**config.mk**
```make
export PLATFORM = sky130hd
export DESIGN_NAME = rx_freq_sync_top
export DESIGN_NICKNAME = d
export VERILOG_FILES = /design/src/inc/rx_sync_pkg.sv /design/src/hdl/clock_divider.sv /design/src/hdl/rx_freq_sync_top.sv
export VERILOG_INCLUDE_DIRS = /design/src /design/src/inc
export SDC_FILE = /design/constraint.sdc
export NUM_CORES = 1
export LEC_CHECK = 0
export ABC_CLOCK_PERIOD_IN_PS = 7200
export BUFFER_PORTS_ARGS = -buffer_cell sky130_fd_sc_hd__buf_2
export CORE_AREA = 2 2 69 136
export DETAILED_ROUTE_END_ITERATION = 12
export DIE_AREA = 0 0 71 138
export GPL_TIMING_DRIVEN = 1
export HOLD_SLACK_MARGIN = 0.03
export PLACE_DENSITY_LB_ADDON = 0.3
export SYNTH_ARGS = -nofsm -noshare
export SYNTH_HDL_FRONTEND = slang
export SYNTH_SLANG_ARGS = --single-unit
```
**constraint.sdc**
```tcl
create_clock -name i_clk -period 7.2 [get_ports i_clk]
set_input_delay 0.36 -clock i_clk [delete_from_list [all_inputs] [get_ports i_clk]]
set_output_delay 0.36 -clock i_clk [all_outputs]
set_load 0.01 [all_outputs]
```
**src/inc/rx_sync_cfg.svh**
```systemverilog
// register map, field positions, reset values and codes for the receive timing block
`ifndef RX_SYNC_CFG_SVH
`define RX_SYNC_CFG_SVH

// register addresses (7-bit)
`define ADDR_RF_MAIN_CONTROL 7'h00
`define ADDR_MODULATION_FILTER_CONTROL 7'h01
`define ADDR_PUMP_BYPASS_OUTPUT_SELECT 7'h02
`define ADDR_CLOCK_SELECT_HIGH 7'h06
`define ADDR_CLOCK_DIVIDER_SELECT 7'h07
`define ADDR_FREQ_ERROR_CONTROL 7'h15
`define ADDR_FREQ_ERROR_RESULT 7'h16

// register reset values
`define RST_RF_MAIN_CONTROL 8'h00
`define RST_MODULATION_FILTER_CONTROL 8'h00
`define RST_PUMP_BYPASS_OUTPUT_SELECT 8'h00
`define RST_CLOCK_SELECT_HIGH 8'h00
`define RST_CLOCK_DIVIDER_SELECT 8'h01
`define RST_FREQ_ERROR_CONTROL 8'h00

// rf_main_control fields
`define POS_SYNC_EN 3
`define POS_MODE_LO 1
`define POS_MODE_HI 2
`define MODE_RECEIVE 2'h1

// clock_select_high / clock_divider_select fields
`define POS_SYNC_SEL_LO 1
`define POS_SYNC_SEL_HI 3
`define POS_REF_DIV_LO 0
`define POS_REF_DIV_HI 5

// freq_error_control fields
`define POS_EST_MODE_LO 0
`define POS_EST_MODE_HI 1
`define POS_EST_LEN_LO 2
`define POS_EST_LEN_HI 3
`define EST_MODE_OFF 2'h0
`define EST_MODE_UPDN 2'h3
`define EST_BASE_SYMBOLS 7'h08

// bit synchronizer timing, in synchronizer clock ticks per bit
`define SYNC_TICKS_PER_BIT 16
`define SYNC_SAMPLE_PHASE 4'h8
`define SYNC_LOCK_WINDOW 4'h1

`endif

```
**src/inc/rx_sync_pkg.sv**
```systemverilog
// types shared by the receive timing block
package rx_sync_pkg;

  typedef enum logic [2:0] {
    EST_IDLE = 3'b001,
    EST_COUNT = 3'b010,
    EST_DONE = 3'b100
  } est_state_t;

  typedef enum logic [2:0] {
    SYNC_OFF = 3'b001,
    SYNC_HUNT = 3'b010,
    SYNC_LOCK = 3'b100
  } sync_state_t;

  typedef struct packed {
    logic [1:0] len;
    logic [1:0] mode;
  } est_ctrl_t;

  typedef struct packed {
    logic we;
    logic [6:0] addr;
    logic [7:0] wdata;
  } reg_req_t;

endpackage

```
**src/hdl/clock_divider.sv**
```systemverilog
// reference divider followed by a power-of-two stage, one tick per output period
`timescale 1ns/1ps
`default_nettype none

module clock_divider (
  // clock and reset
  input wire logic i_clk,
  input wire logic i_rst,
  // settings
  input wire logic [5:0] i_ref_div,
  input wire logic [2:0] i_sel,
  // output tick
  output logic o_tick
);

  logic [5:0] pre_cnt;
  logic [6:0] post_cnt;
  logic ref_tick;
  logic [5:0] pre_limit;
  logic [6:0] post_limit;

  // a divider of zero is not legal; treat it as one rather than stall
  assign pre_limit = (i_ref_div == 6'h00) ? 6'h00 : i_ref_div - 6'h01;
  assign post_limit = 7'h7f >> i_sel;
  assign ref_tick = (pre_cnt >= pre_limit);

  always_ff @(posedge i_clk or posedge i_rst) begin
    if (i_rst) begin
      pre_cnt <= 6'h00;
    end else if (ref_tick) begin
      pre_cnt <= 6'h00;
    end else begin
      pre_cnt <= pre_cnt + 6'h01;
    end
  end

  always_ff @(posedge i_clk or posedge i_rst) begin
    if (i_rst) begin
      post_cnt <= 7'h00;
      o_tick <= 1'b0;
    end else begin
      o_tick <= 1'b0;
      if (ref_tick) begin
        if (post_cnt >= post_limit) begin
          post_cnt <= 7'h00;
          o_tick <= 1'b1;
        end else begin
          post_cnt <= post_cnt + 7'h01;
        end
      end
    end
  end

endmodule
`default_nettype wire

```
**src/hdl/rx_freq_sync_top.sv**
```systemverilog
// receive frequency error estimator and bit synchronizer with control registers
`timescale 1ns/1ps
`default_nettype none
`include "rx_sync_cfg.svh"

module rx_freq_sync_top (
  // clock and reset
  input wire logic i_clk,
  input wire logic i_rst,
  // register port, already deserialised by the programming interface
  input wire rx_sync_pkg::reg_req_t i_reg_req,
  input wire logic [6:0] i_reg_rd_addr,
  input wire logic i_reg_load,
  output logic [7:0] o_reg_rdata,
  // demodulator, asynchronous to i_clk
  input wire logic i_demod_data,
  input wire logic i_demod_update,
  // data interface pins
  output logic o_data_clk,
  output logic o_data_io_out,
  output logic o_data_io_oe,
  // status
  output logic o_sync_locked
);
  import rx_sync_pkg::*;

  ////////////////////////////////////////////////////////////////////////////
  // control registers

  logic [7:0] rf_main_control;
  logic [7:0] modulation_filter_control;
  logic [7:0] pump_bypass_output_select;
  logic [7:0] clock_select_high;
  logic [7:0] clock_divider_select;
  logic [7:0] freq_error_control;
  logic [7:0] freq_error_result;

  always_ff @(posedge i_clk or posedge i_rst) begin
    if (i_rst) begin
      rf_main_control <= `RST_RF_MAIN_CONTROL;
      modulation_filter_control <= `RST_MODULATION_FILTER_CONTROL;
      pump_bypass_output_select <= `RST_PUMP_BYPASS_OUTPUT_SELECT;
      clock_select_high <= `RST_CLOCK_SELECT_HIGH;
      clock_divider_select <= `RST_CLOCK_DIVIDER_SELECT;
      freq_error_control <= `RST_FREQ_ERROR_CONTROL;
    end else if (i_reg_req.we) begin
      unique case (i_reg_req.addr)
        `ADDR_RF_MAIN_CONTROL: begin
          rf_main_control <= i_reg_req.wdata;
        end
        `ADDR_MODULATION_FILTER_CONTROL: begin
          modulation_filter_control <= i_reg_req.wdata;
        end
        `ADDR_PUMP_BYPASS_OUTPUT_SELECT: begin
          pump_bypass_output_select <= i_reg_req.wdata;
        end
        `ADDR_CLOCK_SELECT_HIGH: begin
          clock_select_high <= i_reg_req.wdata;
        end
        `ADDR_CLOCK_DIVIDER_SELECT: begin
          clock_divider_select <= i_reg_req.wdata;
        end
        `ADDR_FREQ_ERROR_CONTROL: begin
          // upper nibble is unused and reads back zero
          freq_error_control <= {4'h0, i_reg_req.wdata[3:0]};
        end
        default: begin
        end
      endcase
    end
  end

  // read mux; unmapped addresses read zero
  always_ff @(posedge i_clk or posedge i_rst) begin
    if (i_rst) begin
      o_reg_rdata <= 8'h00;
    end else begin
      unique case (i_reg_rd_addr)
        `ADDR_RF_MAIN_CONTROL: o_reg_rdata <= rf_main_control;
        `ADDR_MODULATION_FILTER_CONTROL: o_reg_rdata <= modulation_filter_control;
        `ADDR_PUMP_BYPASS_OUTPUT_SELECT: o_reg_rdata <= pump_bypass_output_select;
        `ADDR_CLOCK_SELECT_HIGH: o_reg_rdata <= clock_select_high;
        `ADDR_CLOCK_DIVIDER_SELECT: o_reg_rdata <= clock_divider_select;
        `ADDR_FREQ_ERROR_CONTROL: o_reg_rdata <= freq_error_control;
        `ADDR_FREQ_ERROR_RESULT: o_reg_rdata <= freq_error_result;
        default: o_reg_rdata <= 8'h00;
      endcase
    end
  end

  ////////////////////////////////////////////////////////////////////////////
  // decoded fields

  logic rx_mode;
  logic sync_en;
  logic [5:0] ref_div;
  logic [2:0] sync_sel;
  est_ctrl_t est_ctrl;

  assign rx_mode = (rf_main_control[`POS_MODE_HI:`POS_MODE_LO] == `MODE_RECEIVE);
  assign sync_en = rf_main_control[`POS_SYNC_EN];
  assign ref_div = clock_divider_select[`POS_REF_DIV_HI:`POS_REF_DIV_LO];
  assign sync_sel = clock_select_high[`POS_SYNC_SEL_HI:`POS_SYNC_SEL_LO];
  assign est_ctrl = est_ctrl_t'(freq_error_control[3:0]);

  ////////////////////////////////////////////////////////////////////////////
  // synchronizer clock

  logic sync_tick;

  // the modulator and bit rate dividers elsewhere read the same ref_div
  clock_divider u_sync_div (
    .i_clk(i_clk),
    .i_rst(i_rst),
    .i_ref_div(ref_div),
    .i_sel(sync_sel),
    .o_tick(sync_tick)
  );

  ////////////////////////////////////////////////////////////////////////////
  // demodulator inputs: two-flop synchronisers

  logic [1:0] data_meta;
  logic [1:0] upd_meta;
  logic upd_prev;
  logic demod_bit;
  logic upd_edge;

  always_ff @(posedge i_clk or posedge i_rst) begin
    if (i_rst) begin
      data_meta <= 2'b00;
      upd_meta <= 2'b00;
      upd_prev <= 1'b0;
    end else begin
      data_meta <= {data_meta[0], i_demod_data};
      upd_meta <= {upd_meta[0], i_demod_update};
      upd_prev <= upd_meta[1];
    end
  end

  assign demod_bit = data_meta[1];
  assign upd_edge = upd_meta[1] & ~upd_prev;

  // each bit update becomes an up pulse for a one or a down pulse for a zero
  logic up_pulse;
  logic down_pulse;

  always_ff @(posedge i_clk or posedge i_rst) begin
    if (i_rst) begin
      up_pulse <= 1'b0;
      down_pulse <= 1'b0;
    end else begin
      up_pulse <= upd_edge & demod_bit;
      down_pulse <= upd_edge & ~demod_bit;
    end
  end

  ////////////////////////////////////////////////////////////////////////////
  // bit synchronizer: 16 phases per bit, nudged by one on each data edge away from phase zero

  sync_state_t sync_state;
  logic [3:0] phase;
  logic [3:0] next_phase;
  logic sample_prev;
  logic data_edge;
  logic sym_tick;
  logic sync_run;

  assign sync_run = rx_mode & sync_en;
  assign data_edge = sync_tick & (demod_bit != sample_prev);

  // an edge should fall on phase zero; early or late edges pull the phase
  always_comb begin
    next_phase = phase + 4'h1;
    if (data_edge && phase != 4'h0) begin
      if (phase < `SYNC_SAMPLE_PHASE) begin
        next_phase = phase;
      end else begin
        next_phase = phase + 4'h2;
      end
    end
  end

  always_ff @(posedge i_clk or posedge i_rst) begin
    if (i_rst) begin
      phase <= 4'h0;
      sample_prev <= 1'b0;
    end else if (!rx_mode) begin
      phase <= 4'h0;
      sample_prev <= demod_bit;
    end else if (sync_tick) begin
      phase <= next_phase;
      sample_prev <= demod_bit;
    end
  end

  // one symbol per bit period, at mid-bit
  assign sym_tick = rx_mode & sync_tick & (phase == `SYNC_SAMPLE_PHASE);

  // lock once an edge lands within one phase of the ideal point
  always_ff @(posedge i_clk or posedge i_rst) begin
    if (i_rst) begin
      sync_state <= SYNC_OFF;
    end else begin
      unique case (sync_state)
        SYNC_OFF: begin
          if (sync_run) begin
            sync_state <= SYNC_HUNT;
          end
        end
        SYNC_HUNT: begin
          if (!sync_run) begin
            sync_state <= SYNC_OFF;
          end else if (data_edge && (phase <= `SYNC_LOCK_WINDOW ||
                       phase >= 4'hf)) begin
            sync_state <= SYNC_LOCK;
          end
        end
        SYNC_LOCK: begin
          if (!sync_run) begin
            sync_state <= SYNC_OFF;
          end
        end
        default: begin
          sync_state <= SYNC_OFF;
        end
      endcase
    end
  end

  always_ff @(posedge i_clk or posedge i_rst) begin
    if (i_rst) begin
      o_sync_locked <= 1'b0;
    end else begin
      o_sync_locked <= (sync_state == SYNC_LOCK);
    end
  end

  ////////////////////////////////////////////////////////////////////////////
  // data pins: clock rises with new data at mid-bit, falls half a bit later

  always_ff @(posedge i_clk or posedge i_rst) begin
    if (i_rst) begin
      o_data_clk <= 1'b0;
      o_data_io_out <= 1'b0;
      o_data_io_oe <= 1'b0;
    end else begin
      // receive mode always drives the data pin; transmit leaves it released
      o_data_io_oe <= rx_mode;
      if (!sync_run) begin
        // without the synchronizer the pin follows the demodulator directly
        o_data_clk <= 1'b0;
        o_data_io_out <= demod_bit;
      end else if (sym_tick) begin
        o_data_clk <= 1'b1;
        o_data_io_out <= demod_bit;
      end else if (sync_tick && (phase == 4'h0 || (phase == 4'hf && next_phase == 4'h1))) begin
        // an early-edge nudge steps 15 to 1 and skips zero; fall there as well
        // host captures here, mid-way through the presented bit
        o_data_clk <= 1'b0;
      end
    end
  end

  ////////////////////////////////////////////////////////////////////////////
  // frequency error estimator

  est_state_t est_state;
  logic [6:0] sym_count;
  logic [6:0] sym_target;
  logic est_on;

  // codes 01 and 10 are treated as off, like 00
  assign est_on = (est_ctrl.mode == `EST_MODE_UPDN);
  assign sym_target = `EST_BASE_SYMBOLS << est_ctrl.len;

  always_ff @(posedge i_clk or posedge i_rst) begin
    if (i_rst) begin
      est_state <= EST_IDLE;
    end else if (i_reg_load) begin
      est_state <= EST_IDLE;
    end else begin
      unique case (est_state)
        EST_IDLE: begin
          if (est_on && rx_mode) begin
            est_state <= EST_COUNT;
          end
        end
        EST_COUNT: begin
          if (!est_on) begin
            est_state <= EST_IDLE;
          end else if (sym_tick && sym_count + 7'h01 >= sym_target) begin
            est_state <= EST_DONE;
          end
        end
        EST_DONE: begin
          est_state <= EST_DONE;
        end
        default: begin
          est_state <= EST_IDLE;
        end
      endcase
    end
  end

  always_ff @(posedge i_clk or posedge i_rst) begin
    if (i_rst) begin
      sym_count <= 7'h00;
    end else if (i_reg_load || est_state != EST_COUNT) begin
      sym_count <= 7'h00;
    end else if (sym_tick) begin
      sym_count <= sym_count + 7'h01;
    end
  end

  // plain 8-bit add: wraps past +127 into the negative codes
  always_ff @(posedge i_clk or posedge i_rst) begin
    if (i_rst) begin
      freq_error_result <= 8'h00;
    end else if (i_reg_load) begin
      freq_error_result <= 8'h00;
    end else if (est_state == EST_COUNT) begin
      if (up_pulse) begin
        freq_error_result <= freq_error_result + 8'h01;
      end else if (down_pulse) begin
        freq_error_result <= freq_error_result - 8'h01;
      end
    end
  end

endmodule
`default_nettype wire

```
==> impl_metrics.csv <==
group,metric,value,unit
flow_run,cap_violations,0,
route,drt_iter0_drc,251,
worst_setup_path,cp_data_required_time,7.44,ns
timing,hold_slack,0.0788,ns
timing,skew,0.00855,ns
route,routed_wl,12400,um
route,drcViolationCount,0,
placement,place.detailed.hpwl,9160,um
synthesis,syn-num-nets,592,
timing,fin_crit_sh,38.2,%
timing,period_minus_slack,2.75,ns
synthesis,ys_seq_area_share,46.8,%
synthesis,syn_inst,531,
pwr,max-vdd-ir-drop,0.285,mV
worst_setup_path,critPathLaunchType,"flop",
synthesis,synth_compound_area_share,11.8,%
global_routing,gr-total-overflow,0,
route,antenna_left,0,
pwr,switchingPower,383,uW
synthesis,netlist_area,5520,um^2
pwr,combPwrFrac,14.9,%
synthesis,synth_seq_cells,103,
pwr,p_per_area,242,nW/um^2
timing,setup_tns,0,ns
clock_network,path_clk_slew,0.07,ns
run_status,status,"finished, final reports clean",
clock_network,clk_path_buf_depth,2,
cells_and_area,antenna_cells,0,
pwr,internal-power,1110,uW
clock_network,cts_hold_buffers,0,
synthesis,yosys.area_share.simple,17.2,%
route,vias_per_cell,6.27,
global_routing,track_usage,26.7,%
worst_setup_path,endpoint_kind,"flop",
worst_setup_path,worst-setup-path-type,"reg2reg",
synthesis,yosysUniqueCellTypes,57,
pwr,p_leak,0.00291,uW
die,die_h,138,um
synthesis,synth_edf_count,0,
die,boundaryPins,40,
global_routing,grt_pass1_wl,20600,um
pwr,clkPwrFrac,39.4,%
pwr,swShare,25.7,%
placement,gp_congestion,0.868,
die,die_width,71,um
synthesis,synth_ff_type,"dfrtp_1",
die,start_util,62.0,%
global_routing,grt_antenna_before_repair,0,
synthesis,synth_warnings,0,
route,vias,4240,
synthesis,synth.mux.area_fraction,11.2,%
placement,portBuffers,39,
timing,final_max_slew_viol_count,0,
global_routing,grt_pass1_vias,4418,
synthesis,synth_xor_area_share,2.86,%
clock_network,cts_tree,"yes",
timing,rsz0062_at_grt,"no",
worst_setup_path,crit_fanout,7,
route,drt-wirelength-per-cell,18.3,um
die,core,8890,um^2
die,dieArea,9800,um^2
timing,fmax,364,MHz
clock_network,insertion_delay,0.34,ns
cells_and_area,nets,630,
clock_network,cts_sinks,103,
clock_network,cts_setup_buffers,0,
cells_and_area,synthToLayoutAreaGrowth,11.5,%
global_routing,grt_busiest_layer,"met2",
cells_and_area,fillers,644,
global_routing,met1_usage,28.9,%
timing,hold_viol_final,0,
route,dr.pass1.iters,7,
clock_network,htree_levels,3,
timing,setup-violations-final,0,
worst_setup_path,arrival,2.99,ns
pwr,p_seq_share,45.7,%
timing,slew_headroom,40.6,%
synthesis,synth_top_family_by_area,"simple AND/OR/NAND/NOR gates",
die,fp-row-count,49,
clock_network,clockRootBuffer,"clkbuf_16",
timing,tightest_slew,0.889,ns
global_routing,grt_max_degree,58,
pwr,finalPower,1490,uW
clock_network,cts_buffers,9,
synthesis,async_flop_share,100,%
clock_network,cts_resized,0,
synthesis,synthAdderAreaFrac,7.62,%
min_path,hp-class,"in2async",
cells_and_area,final_layout_size_suffix_gt1_share,19.7,%
global_routing,grtUsageMet2,47.7,%
global_routing,grt_use_met3,4.45,%
synthesis,synth_area_per_cell,10.4,um^2
==> cell families after synthesis <==
logic type	Yosys count
fa+ha+maj	33
simple gates	186
flops	103
xor+xnor	18
buf+inv	32
mux	56
compound gates	103
==> synth_stat cells, types with 5 or more instances <==
cell type    n  area, um^2
mux2_2      44         495
nand2_1     51         191
inv_1       19        71.3
xor2_1       6        52.6
or3_1        9        56.3
o21ai_0     29         145
xnor2_1     12         105
nand3_1     22         110
nor2b_1      9        56.3
nand2b_1    10        62.6
ha_1        32         400
mux2i_1     12         120
dfrtp_1    100        2500
a21o_1       5        37.5
and3_1       5        31.3
a211oi_1     5        37.5
clkbuf_1     7        26.3
a22oi_1      8        60.1
a21oi_1     26         130
nor2_1      38         143
nor3_1      13        65.1
==> final timing paths <==
kind                                    startpoint                endpoint  slack [ns]  cells past startpoint
hold / removal                               i_rst           o_sync_locked        0.08                      2
setup / recovery           clock_divider_select[1]  u_sync_div.post_cnt[6]        4.45                     12
hold reg to reg                        upd_meta[0]             upd_meta[1]        0.35                      0
min in group i_clk                    i_demod_data            data_meta[0]        0.12                      1
setup reg to reg           clock_divider_select[1]  u_sync_div.post_cnt[6]        4.45                     12
max in group asynchronous                    i_rst    freq_error_result[4]        5.98                      3
==> stage by stage <==
stage	utilization (%)	area [um^2]	cells	worst slack [ns]
after floorplan	-	5520	531	4.14
after global placement	65.0	5780	660	4.56
after detailed placement	65.0	5780	660	4.46
after CTS	69.2	6150	676	4.45
after global routing	69.2	6150	676	4.18
final	69.2	6150	676	4.45
==> routing by layer <==
layer  part of all wire [%]  up-vias
met4                    4.8        0
met1                     37     2082
li1                       -     1998
met2                     54      120
met5                      0        -
met3                    3.5       40
==> flip-flops by register name (all words and copies together), names as in the netlist, 6 cells and up <==
register	cells
pump_bypass_output_select	8
o_reg_rdata	8
u_sync_div.pre_cnt	6
modulation_filter_control	8
freq_error_result	8
sym_count	7
u_sync_div.post_cnt	7
clock_select_high	8
clock_divider_select	8
rf_main_control	8
==> critical path: stages, from the launching register on <==
cell and delay [ns]:
dfrtp_1 0.40, inv_1 0.09, ha_1 0.20, nand2_1 0.11, or3_1 0.38, and2_1 0.18
ha_1 0.27, nor2b_1 0.04, o21ai_0 0.15, nand4_1 0.14, nand2_1 0.20, nand2_1 0.19
o311ai_1 0.30
==> cell type report <==
class                           instances  area (um^2)  share of cell area, %
Multi-Input combinational cell        396         2790                   45.4
Sequential cell                       103         2580                   42.0
Clock buffer                           11          243                   3.95
Timing Repair Buffer                   40          203                   3.30
Clock inverter                          5          129                   2.10
Tap cell                              102          128                   2.08
Inverter                               19         73.8                   1.20
==> power by group through the flow <==
stage                     sequential (uW)  combinational (uW)  clock (uW)
after floorplan                       674                 170           0
final                                 680                 222         587
after CTS                             679                 225         596
after global placement                687                 210           0
after global routing                  686                 258         619
after detailed placement              690                 222           0
==> layout by cell type (no fill, tap or decap), types with 10 or more instances in the layout <==
cell	instances
dfrtp_1	100
nand2_1	51
mux2_2	44
buf_2	39
nor2_1	38
ha_1	32
o21ai_0	29
a21oi_1	26
nand3_1	22
inv_1	18
nor3_1	13
mux2i_1	12
xnor2_1	12
nand2b_1	10
Note: power is estimated with default switching activity, not from simulation.
